`config.mk`:
```
export PLATFORM = sky130hd
export DESIGN_NAME = pacl_port_regs
export DESIGN_NICKNAME = d
export VERILOG_FILES = /design/src/logic/pacl_pkg.sv /design/src/logic/pacl_port_regs.sv /design/src/logic/pacl_prio_resolve.sv
export VERILOG_INCLUDE_DIRS = /design/src /design/src/logic
export SDC_FILE = /design/constraint.sdc
export NUM_CORES = 1
export LEC_CHECK = 0
export BUFFER_PORTS_ARGS = -buffer_cell sky130_fd_sc_hd__buf_4
export CORE_MARGIN = 1
export CORE_UTILIZATION = 38
export CTS_CLUSTER_SIZE = 8
export DETAILED_ROUTE_END_ITERATION = 10
export GPL_TIMING_DRIVEN = 1
export PLACE_DENSITY = 0.68
export RECOVER_POWER = 100
export SLEW_MARGIN = 0
export SYNTH_ARGS = -nofsm -noshare
export SYNTH_HDL_FRONTEND = slang
export SYNTH_HIERARCHICAL = 1
export SYNTH_SLANG_ARGS = --single-unit
export TNS_END_PERCENT = 100
```
`constraint.sdc`:
```
create_clock -name clk_i -period 13.8 [get_ports clk_i]
set_clock_uncertainty 0.1 [all_clocks]
set_input_delay 2.07 -clock clk_i [delete_from_list [all_inputs] [get_ports clk_i]]
set_output_delay 2.07 -clock clk_i [all_outputs]
set_load 0.01 [all_outputs]
```
`src/logic/pacl_params.svh`:
```
// Constants of the per-port ACL access, mirroring and priority registers.
// Assumes one register space per port, port number in address [15:12].
`ifndef PACL_PARAMS_SVH
`define PACL_PARAMS_SVH

// Register offsets inside one port's space
`define PACL_OFS_BE_LSB      12'h611
`define PACL_OFS_ACL_CTRL    12'h612
`define PACL_OFS_MIRROR      12'h800
`define PACL_OFS_PRIO        12'h801

// Access trigger and tracking fields
`define PACL_BIT_WR_STAT     6
`define PACL_BIT_RD_STAT     5
`define PACL_BIT_DIR         4
`define PACL_IDX_MSB         3

// Mirroring fields
`define PACL_BIT_RX_SNIFF    6
`define PACL_BIT_TX_SNIFF    5
`define PACL_BIT_SNIFFER     1

// Priority classification fields
`define PACL_BIT_HIGHEST     7
`define PACL_BIT_ORED        6
`define PACL_BIT_MAC_EN      4
`define PACL_BIT_VLAN_EN     3
`define PACL_BIT_PCP_EN      2
`define PACL_BIT_DSCP_EN     1
`define PACL_BIT_ACL_EN      0

// Writable bit masks
`define PACL_MASK_ACL_CTRL   8'h1f
`define PACL_MASK_MIRROR     8'h62
`define PACL_MASK_PRIO       8'hdf

// Reset values
`define PACL_RST_ACL_CTRL    8'h60
`define PACL_RST_MIRROR      8'h00
`define PACL_RST_PRIO        8'h00
`define PACL_RST_PRIO_OUT    3'h0

`endif

```
`src/logic/pacl_pkg.sv`:
```
// Types shared by the per-port register bank and its priority resolver.
// Assumes the constants header is included by each design file.
package pacl_pkg;

	// Table access sequencer states, one-hot
	typedef enum logic [1:0] {
		PACL_IDLE = 2'b01,
		PACL_BUSY = 2'b10
	} pacl_state_t;

	// Classification results of one ingress frame
	typedef struct packed {
		logic [4:0] vld;   // Per source: 4 MAC, 3 VLAN, 2 PCP, 1 DSCP, 0 ACL
		logic [2:0] mac;   // MAC address result
		logic [2:0] vlan;  // VLAN result
		logic [2:0] pcp;   // Tag priority result
		logic [2:0] dscp;  // DiffServ result
		logic [2:0] acl;   // Access list result
	} pacl_cls_t;

	// Request to the access-list table engine
	typedef struct packed {
		logic       go;    // One-cycle start pulse
		logic       wr;    // 1 write, 0 read
		logic [3:0] idx;   // Entry index
	} pacl_tbl_req_t;

endpackage

```
`src/logic/pacl_port_regs.sv`:
```
// Per-port access-list trigger, mirroring and priority control registers.
// Assumes a same-clock management register port and a table engine that
// answers each request with one done pulse.
`timescale 1ns/1ps
`include "pacl_params.svh"

// Behaviour
// - Write status low until table write completes
// - Read status low until read completes
// - Receive sniff marks and mirrors received frames
// - Transmit sniff marks and mirrors sent frames
// - Sniffer bit makes port send monitored frames
// - Highest bit picks largest enabled result
// - OR bit combines all enabled results when highest bit is clear
// - Bit 4 enables MAC address classification
// - Bit 3 enables VLAN classification
// - Bit 2 enables tag priority classification
// - Bit 1 enables DiffServ classification
// - Bit 0 enables access list classification
// - Low byte-enable write starts table access
module pacl_port_regs
	import pacl_pkg::*;
#(
	parameter logic [3:0] PORT_NUM = 4'h1  // Upper address nibble
)
(
	// Clock and reset
	input  wire logic          clk_i,
	input  wire logic          rst_n_i,
	// Management register port
	input  wire logic          reg_wr_i,
	input  wire logic          reg_rd_i,
	input  wire logic [15:0]   reg_addr_i,
	input  wire logic [7:0]    reg_wdata_i,
	output logic      [7:0]    reg_rdata_o,
	output logic               reg_rvld_o,
	// Access-list table engine
	output pacl_tbl_req_t      tbl_req_o,
	input  wire logic          tbl_done_i,
	// Frame events of this port
	input  wire logic          rx_frame_i,
	input  wire logic          tx_frame_i,
	input  wire logic          mon_frame_i,
	output logic               rx_mon_o,
	output logic               tx_mon_o,
	output logic               mon_tx_o,
	// Mirroring roles as levels
	output logic               rx_sniff_o,
	output logic               tx_sniff_o,
	output logic               sniffer_o,
	// Ingress priority classification
	input  wire logic          cls_vld_i,
	input  wire pacl_cls_t     cls_i,
	input  wire logic [2:0]    dflt_prio_i,
	output logic      [2:0]    prio_o,
	output logic               prio_vld_o,
	output logic               prio_hit_o
);

	// Control registers and their next values
	logic [7:0]    acl_access_trigger_ctrl_q;  // Status, direction, index
	logic [7:0]    acl_access_trigger_ctrl_d;
	logic [7:0]    port_mirror_ctrl_q;         // Sniff roles
	logic [7:0]    port_mirror_ctrl_d;
	logic [7:0]    port_prio_class_ctrl_q;     // Sources and combining
	logic [7:0]    port_prio_class_ctrl_d;
	pacl_state_t   state_q;                    // Table access sequencer
	pacl_state_t   state_d;
	pacl_tbl_req_t tbl_req_q;                  // Request to table engine
	pacl_tbl_req_t tbl_req_d;

	// Read answer
	logic [7:0]    rdata_q;
	logic [7:0]    rdata_d;
	logic          rvld_q;
	logic          rvld_d;

	// Frame marks and priority result
	logic          rx_mon_q;
	logic          rx_mon_d;
	logic          tx_mon_q;
	logic          tx_mon_d;
	logic          mon_tx_q;
	logic          mon_tx_d;
	logic [2:0]    prio_q;
	logic [2:0]    prio_d;
	logic          prio_vld_q;
	logic          prio_vld_d;
	logic          prio_hit_q;
	logic          prio_hit_d;

	// Decode helpers
	logic          port_hit;     // Address falls in this port's space
	logic [11:0]   ofs;          // Offset inside the port space
	logic          trig;         // Table access start this cycle
	logic [2:0]    res_prio;     // Resolver output
	logic          res_hit;      // Resolver found an enabled source

	assign port_hit = (reg_addr_i[15:12] == PORT_NUM);
	assign ofs      = reg_addr_i[11:0];

	// Start an access on a write of the low byte-enable register
	assign trig = reg_wr_i && port_hit && (ofs == `PACL_OFS_BE_LSB)
		&& (state_q == PACL_IDLE);

	// Priority resolver
	pacl_prio_resolve u_resolve (
		.ctrl_i (port_prio_class_ctrl_q),
		.cls_i  (cls_i),
		.dflt_i (dflt_prio_i),
		.prio_o (res_prio),
		.hit_o  (res_hit)
	);

	// Next values of registers, status bits and sequencer
	always_comb begin
		acl_access_trigger_ctrl_d = acl_access_trigger_ctrl_q;
		port_mirror_ctrl_d        = port_mirror_ctrl_q;
		port_prio_class_ctrl_d    = port_prio_class_ctrl_q;
		state_d                   = state_q;
		tbl_req_d                 = '0;
		// Software writes touch only writable bits
		if (reg_wr_i && port_hit) begin
			unique case (ofs)
				`PACL_OFS_ACL_CTRL: begin
					acl_access_trigger_ctrl_d =
						(acl_access_trigger_ctrl_q & ~`PACL_MASK_ACL_CTRL)
						| (reg_wdata_i & `PACL_MASK_ACL_CTRL);
				end
				`PACL_OFS_MIRROR: begin
					port_mirror_ctrl_d =
						reg_wdata_i & `PACL_MASK_MIRROR;
				end
				`PACL_OFS_PRIO: begin
					port_prio_class_ctrl_d =
						reg_wdata_i & `PACL_MASK_PRIO;
				end
				default: begin
					// Other offsets belong to neighbouring blocks
				end
			endcase
		end
		unique case (state_q)
			PACL_IDLE: begin
				// Launch request, clear the matching status
				if (trig) begin
					tbl_req_d.go  = 1'b1;
					tbl_req_d.wr  =
						acl_access_trigger_ctrl_q[`PACL_BIT_DIR];
					tbl_req_d.idx =
						acl_access_trigger_ctrl_q[`PACL_IDX_MSB:0];
					if (acl_access_trigger_ctrl_q[`PACL_BIT_DIR]) begin
						acl_access_trigger_ctrl_d[`PACL_BIT_WR_STAT] =
							1'b0;
					end else begin
						acl_access_trigger_ctrl_d[`PACL_BIT_RD_STAT] =
							1'b0;
					end
					state_d = PACL_BUSY;
				end
			end
			PACL_BUSY: begin
				// Completion sets both status bits back to done
				if (tbl_done_i) begin
					acl_access_trigger_ctrl_d[`PACL_BIT_WR_STAT] =
						1'b1;
					acl_access_trigger_ctrl_d[`PACL_BIT_RD_STAT] =
						1'b1;
					state_d = PACL_IDLE;
				end
			end
			default: begin
				// Illegal code: recover to idle
				state_d = PACL_IDLE;
			end
		endcase
	end

	// Register bank and sequencer flip-flops
	always_ff @(posedge clk_i or negedge rst_n_i) begin
		if (!rst_n_i) begin
			acl_access_trigger_ctrl_q <= `PACL_RST_ACL_CTRL;
			port_mirror_ctrl_q        <= `PACL_RST_MIRROR;
			port_prio_class_ctrl_q    <= `PACL_RST_PRIO;
			state_q                   <= PACL_IDLE;
			tbl_req_q                 <= '0;
		end else begin
			acl_access_trigger_ctrl_q <= acl_access_trigger_ctrl_d;
			port_mirror_ctrl_q        <= port_mirror_ctrl_d;
			port_prio_class_ctrl_q    <= port_prio_class_ctrl_d;
			state_q                   <= state_d;
			tbl_req_q                 <= tbl_req_d;
		end
	end

	// Read mux; unmapped offsets and other ports answer zero
	always_comb begin
		rdata_d = rdata_q;
		rvld_d  = 1'b0;
		if (reg_rd_i) begin
			rvld_d  = 1'b1;
			rdata_d = 8'h00;
			if (port_hit) begin
				unique case (ofs)
					`PACL_OFS_ACL_CTRL: begin
						rdata_d = acl_access_trigger_ctrl_q;
					end
					`PACL_OFS_MIRROR: begin
						rdata_d = port_mirror_ctrl_q;
					end
					`PACL_OFS_PRIO: begin
						rdata_d = port_prio_class_ctrl_q;
					end
					default: begin
						rdata_d = 8'h00;
					end
				endcase
			end
		end
	end

	// Read answer flip-flops
	always_ff @(posedge clk_i or negedge rst_n_i) begin
		if (!rst_n_i) begin
			rdata_q <= 8'h00;
			rvld_q  <= 1'b0;
		end else begin
			rdata_q <= rdata_d;
			rvld_q  <= rvld_d;
		end
	end

	// Frame marks and priority result
	always_comb begin
		// Received frame monitored and copied to the sniffer
		rx_mon_d = rx_frame_i
			&& port_mirror_ctrl_q[`PACL_BIT_RX_SNIFF];
		// Transmitted frame monitored and copied to the sniffer
		tx_mon_d = tx_frame_i
			&& port_mirror_ctrl_q[`PACL_BIT_TX_SNIFF];
		// Only the sniffer port sends monitored copies
		mon_tx_d = mon_frame_i
			&& port_mirror_ctrl_q[`PACL_BIT_SNIFFER];
		prio_d     = prio_q;
		prio_hit_d = prio_hit_q;
		prio_vld_d = cls_vld_i;
		// Capture the resolved priority per classified frame
		if (cls_vld_i) begin
			prio_d     = res_prio;
			prio_hit_d = res_hit;
		end
	end

	// Frame mark and priority flip-flops
	always_ff @(posedge clk_i or negedge rst_n_i) begin
		if (!rst_n_i) begin
			rx_mon_q   <= 1'b0;
			tx_mon_q   <= 1'b0;
			mon_tx_q   <= 1'b0;
			prio_q     <= `PACL_RST_PRIO_OUT;
			prio_vld_q <= 1'b0;
			prio_hit_q <= 1'b0;
		end else begin
			rx_mon_q   <= rx_mon_d;
			tx_mon_q   <= tx_mon_d;
			mon_tx_q   <= mon_tx_d;
			prio_q     <= prio_d;
			prio_vld_q <= prio_vld_d;
			prio_hit_q <= prio_hit_d;
		end
	end

	// Outputs, all from flip-flops
	assign reg_rdata_o = rdata_q;
	assign reg_rvld_o  = rvld_q;
	assign tbl_req_o   = tbl_req_q;
	assign rx_mon_o    = rx_mon_q;
	assign tx_mon_o    = tx_mon_q;
	assign mon_tx_o    = mon_tx_q;
	assign rx_sniff_o  = port_mirror_ctrl_q[`PACL_BIT_RX_SNIFF];
	assign tx_sniff_o  = port_mirror_ctrl_q[`PACL_BIT_TX_SNIFF];
	assign sniffer_o   = port_mirror_ctrl_q[`PACL_BIT_SNIFFER];
	assign prio_o      = prio_q;
	assign prio_vld_o  = prio_vld_q;
	assign prio_hit_o  = prio_hit_q;

endmodule

```
`src/logic/pacl_prio_resolve.sv`:
```
// Combines enabled classification results into one ingress priority.
// Assumes results and controls are stable in the cycle they are read.
`timescale 1ns/1ps
`include "pacl_params.svh"

module pacl_prio_resolve
	import pacl_pkg::*;
(
	// Controls and inputs
	input  wire logic [7:0] ctrl_i,
	input  wire pacl_cls_t  cls_i,
	input  wire logic [2:0] dflt_i,
	// Result
	output logic      [2:0] prio_o,
	output logic            hit_o
);

	// Results gathered in control bit order
	logic [4:0][2:0] src;
	// Sources both enabled and delivering a result
	logic [4:0]      en;

	// Place each result at the index of its enable bit
	always_comb begin
		src[`PACL_BIT_MAC_EN]  = cls_i.mac;
		src[`PACL_BIT_VLAN_EN] = cls_i.vlan;
		src[`PACL_BIT_PCP_EN]  = cls_i.pcp;
		src[`PACL_BIT_DSCP_EN] = cls_i.dscp;
		src[`PACL_BIT_ACL_EN]  = cls_i.acl;
		en = ctrl_i[4:0] & cls_i.vld;
	end

	// Highest, OR of all, or first found starting at the list source
	always_comb begin
		logic [2:0] hi;
		logic [2:0] orv;
		logic [2:0] first;
		logic       found;
		hi    = 3'h0;
		orv   = 3'h0;
		first = 3'h0;
		found = 1'b0;
		for (int i = 0; i < 5; i++) begin
			if (en[i]) begin
				if (src[i] > hi) begin
					hi = src[i];
				end
				orv = orv | src[i];
				if (!found) begin
					first = src[i];
					found = 1'b1;
				end
			end
		end
		hit_o = found;
		// No enabled source: port default priority
		if (!found) begin
			prio_o = dflt_i;
		end else if (ctrl_i[`PACL_BIT_HIGHEST]) begin
			prio_o = hi;
		end else if (ctrl_i[`PACL_BIT_ORED]) begin
			prio_o = orv;
		end else begin
			prio_o = first;
		end
	end

endmodule
```
==> out/metrics.csv <==
metric,value,unit
Clock Sink Count,42,
Starting Density,39.13,%
critical path class,input pin to flop,
TritonRoute pass-1 iters,4,
status,finished with violations,
Reg2Reg Setup Slack,7.37,ns
fmax,128.2,MHz
Area Overhead vs Synth,23.62,%
global route overflow,0,
CP max-delay cell,nor3_1,
Post-Synthesis Cells,255,
Mapped Avg Cell Area,10.43,sq um
Synth Warn #,6,
share of layout cells above drive strength 1,25.59,%
via-per-instance ratio,5.447,
CP Capture Type,flop,
worst vdd ir,0.06510,mV
fin crit period,7.801,ns
worst hold path type,flop to flop,
TritonCTS buffer count,5,
CTS Root Cell,clkbuf_8,
Antenna Nets Post-Route,0,
startpoint types,input pin,
row cnt,30,
crit-path max FO,6,
# IOs,82,
Tcrit/Tclk final,56.53,%
Sum Neg Setup Slack,0,ns
diode count,0,
Clock Path Buffers,2,
post-placement cell area,3369,sq um
first-pass GRT wire length,10930,microns
Final Max Tran Viols,43,
final-report hold violation count,0,
clock slew at reported path FFs,0.08,ns
Std-Cell Core Area,6794,sq um
dpl cells,428,
number of buffers and inverters on the critical path,3,
gpl congestion,0.8400,
fin cells,436,
DRC viols,0,
pwr dens,76.42,nW/um^2
worst stage delay on the critical path,0.48,ns
Slew @ Worst Pin,2.168,ns
DIE WIDTH,85.65,microns
fin worst setup slack,5.999,ns
mapped cell area,2659,sq um
final net count,410,
Die ar.,7335,sq um
CTS tree,yes,
H-tree levels,2,
DP Worst Slack,5.860,ns
# setup viols final,0,
Filler cells,670,
PostCTS Resize Cnt,0,
Clock Latency Late Sink,0.29,ns
CP Data Arrival Time,7.88,ns
detailed placer's ending HPWL,5439,microns
Post-CTS Setup Inserts,0,
WL final,6694,microns
cell area after layout,3287,sq um
syn_nets,326,
largest net degree at the start of global routing,43,
initial antenna violation count,0,
PortBufs,81,
CP top delay family,simple AND/OR/NAND/NOR gates,
Die Span Y,85.65,microns
total track usage,18.68,%
failing checks,"max-capacitance violations, max-slew violations",
maxcap violations,1,
RSZ-0062 raised after global routing,no,
"most used cell, CP",ha_1,
First DRT Iteration DRCs,96,
vias in the first global route,2460,
Worst EP required,13.88,ns
mean routed wirelength per cell,15.35,microns
DR vias,2375,
slew margin rel.,-44.54,%
hold buffer count at CTS,0,
Leak,1.519,nW
-- worst register-to-register path, cell delays in order, from the launching register on --
cell and delay [ns]:
dfrtp_1 0.48, and3_1 0.29, inv_1 0.08, ha_1 0.19, or2_2 0.28, o2111ai_1 0.30, mux2_1 0.39, ha_1 0.18
nand2b_1 0.14, a211oi_1 0.34, and2_0 0.26, mux2i_1 0.32, inv_1 0.08, ha_1 0.31, nor2b_1 0.14, o221ai_1 0.32
a31o_2 0.21, mux2i_1 0.21, ha_1 0.26, nand3_1 0.08, o21ai_0 0.08, nor3_1 0.48, nor2_1 0.12, a222oi_1 0.32
o21ai_1 0.10, mux2_2 0.26
-- layout by cell type, fill, tap and decap left out, types with 3 or more instances in the layout --
cell and n:
ha_1 15, clkbuf_8 6, nand2_1 13, a21oi_1 8, mux2i_1 7, nor4_1 4, buf_4 46, dfrtp_1 39
a22oi_1 8, and2_0 3, inv_1 23, o22ai_1 8, o211ai_1 3, nor2_1 10, mux2_2 18, clkbuf_4 4
a222oi_1 5, clkbuf_1 32, and2_1 6, nor3_1 7, and3_1 10, a31oi_1 3, o21ai_0 7, nor2b_1 5
nand4_1 4, nand3_1 4, dfstp_2 3
-- registers in the layout, indices dropped and copies added, names as in the netlist --
register                   count
reg_rdata_o                    8
prio_hit_o                     1
port_prio_class_ctrl_q         7
acl_access_trigger_ctrl_q      7
port_mirror_ctrl_q             3
prio_vld_o                     1
state_q                        2
tx_mon_o                       1
rx_mon_o                       1
reg_rvld_o                     1
mon_tx_o                       1
tbl_req_o                      6
prio_o                         3
-- metrics by stage --
stage | hold WS (ns) | power (mW) | util [%]
6_report | 0.4163 | 0.2512 | 48.38
5_1_grt | 0.4425 | 0.2617 | 48.38
4_1_cts | 0.4255 | 0.2571 | 51.31
3_5_place_dp | 0.4051 | 0.1577 | 49.59
3_3_place_gp | 0.3995 | 0.1571 | 49.59
2_1_floorplan | 0.3908 | 0.1360 | -
-- final timing paths --
kind                                      startpoint        endpoint  cells after the start
min reg2reg                                prio_o[2]       prio_o[2]                      1
max reg2reg                port_prio_class_ctrl_q[0]       prio_o[0]                     25
max in group asynchronous                    rst_n_i  reg_rdata_o[5]                      1
min in group asynchronous                    rst_n_i        rx_mon_o                      1
min                                        prio_o[2]       prio_o[2]                      1
max                                        cls_i[15]       prio_o[0]                     26
-- final cells by class --
| cell class | instances | area, sq um | area share [%] |
|---|---|---|---|
| clock buffer | 7 | 86.33 | 2.627 |
| clock inverter | 1 | 30.03 | 0.9136 |
| inverter | 23 | 86.33 | 2.627 |
| multi-input combinational | 186 | 1418 | 43.13 |
| sequential | 42 | 1055 | 32.09 |
| tap | 96 | 120.1 | 3.654 |
| timing repair buffer | 81 | 491.7 | 14.96 |
-- report_power, final --
part	total (mW)	switching, mW	internal, mW
Combinational	0.0272	0.0132	0.0141
Clock	0.0988	0.0399	0.0590
Sequential	0.125	0.000662	0.124
Total	0.251	0.0537	0.198
-- per-layer routing --
metal,GRT usage (%),share of wire (%),vias up
met5,0,0,-
met4,4.394,0.67,0
met3,3.657,5.9,6
met2,33.82,51,76
met1,22.88,42,1157
li1,-,-,1136
(Power assumes the default switching activity.)
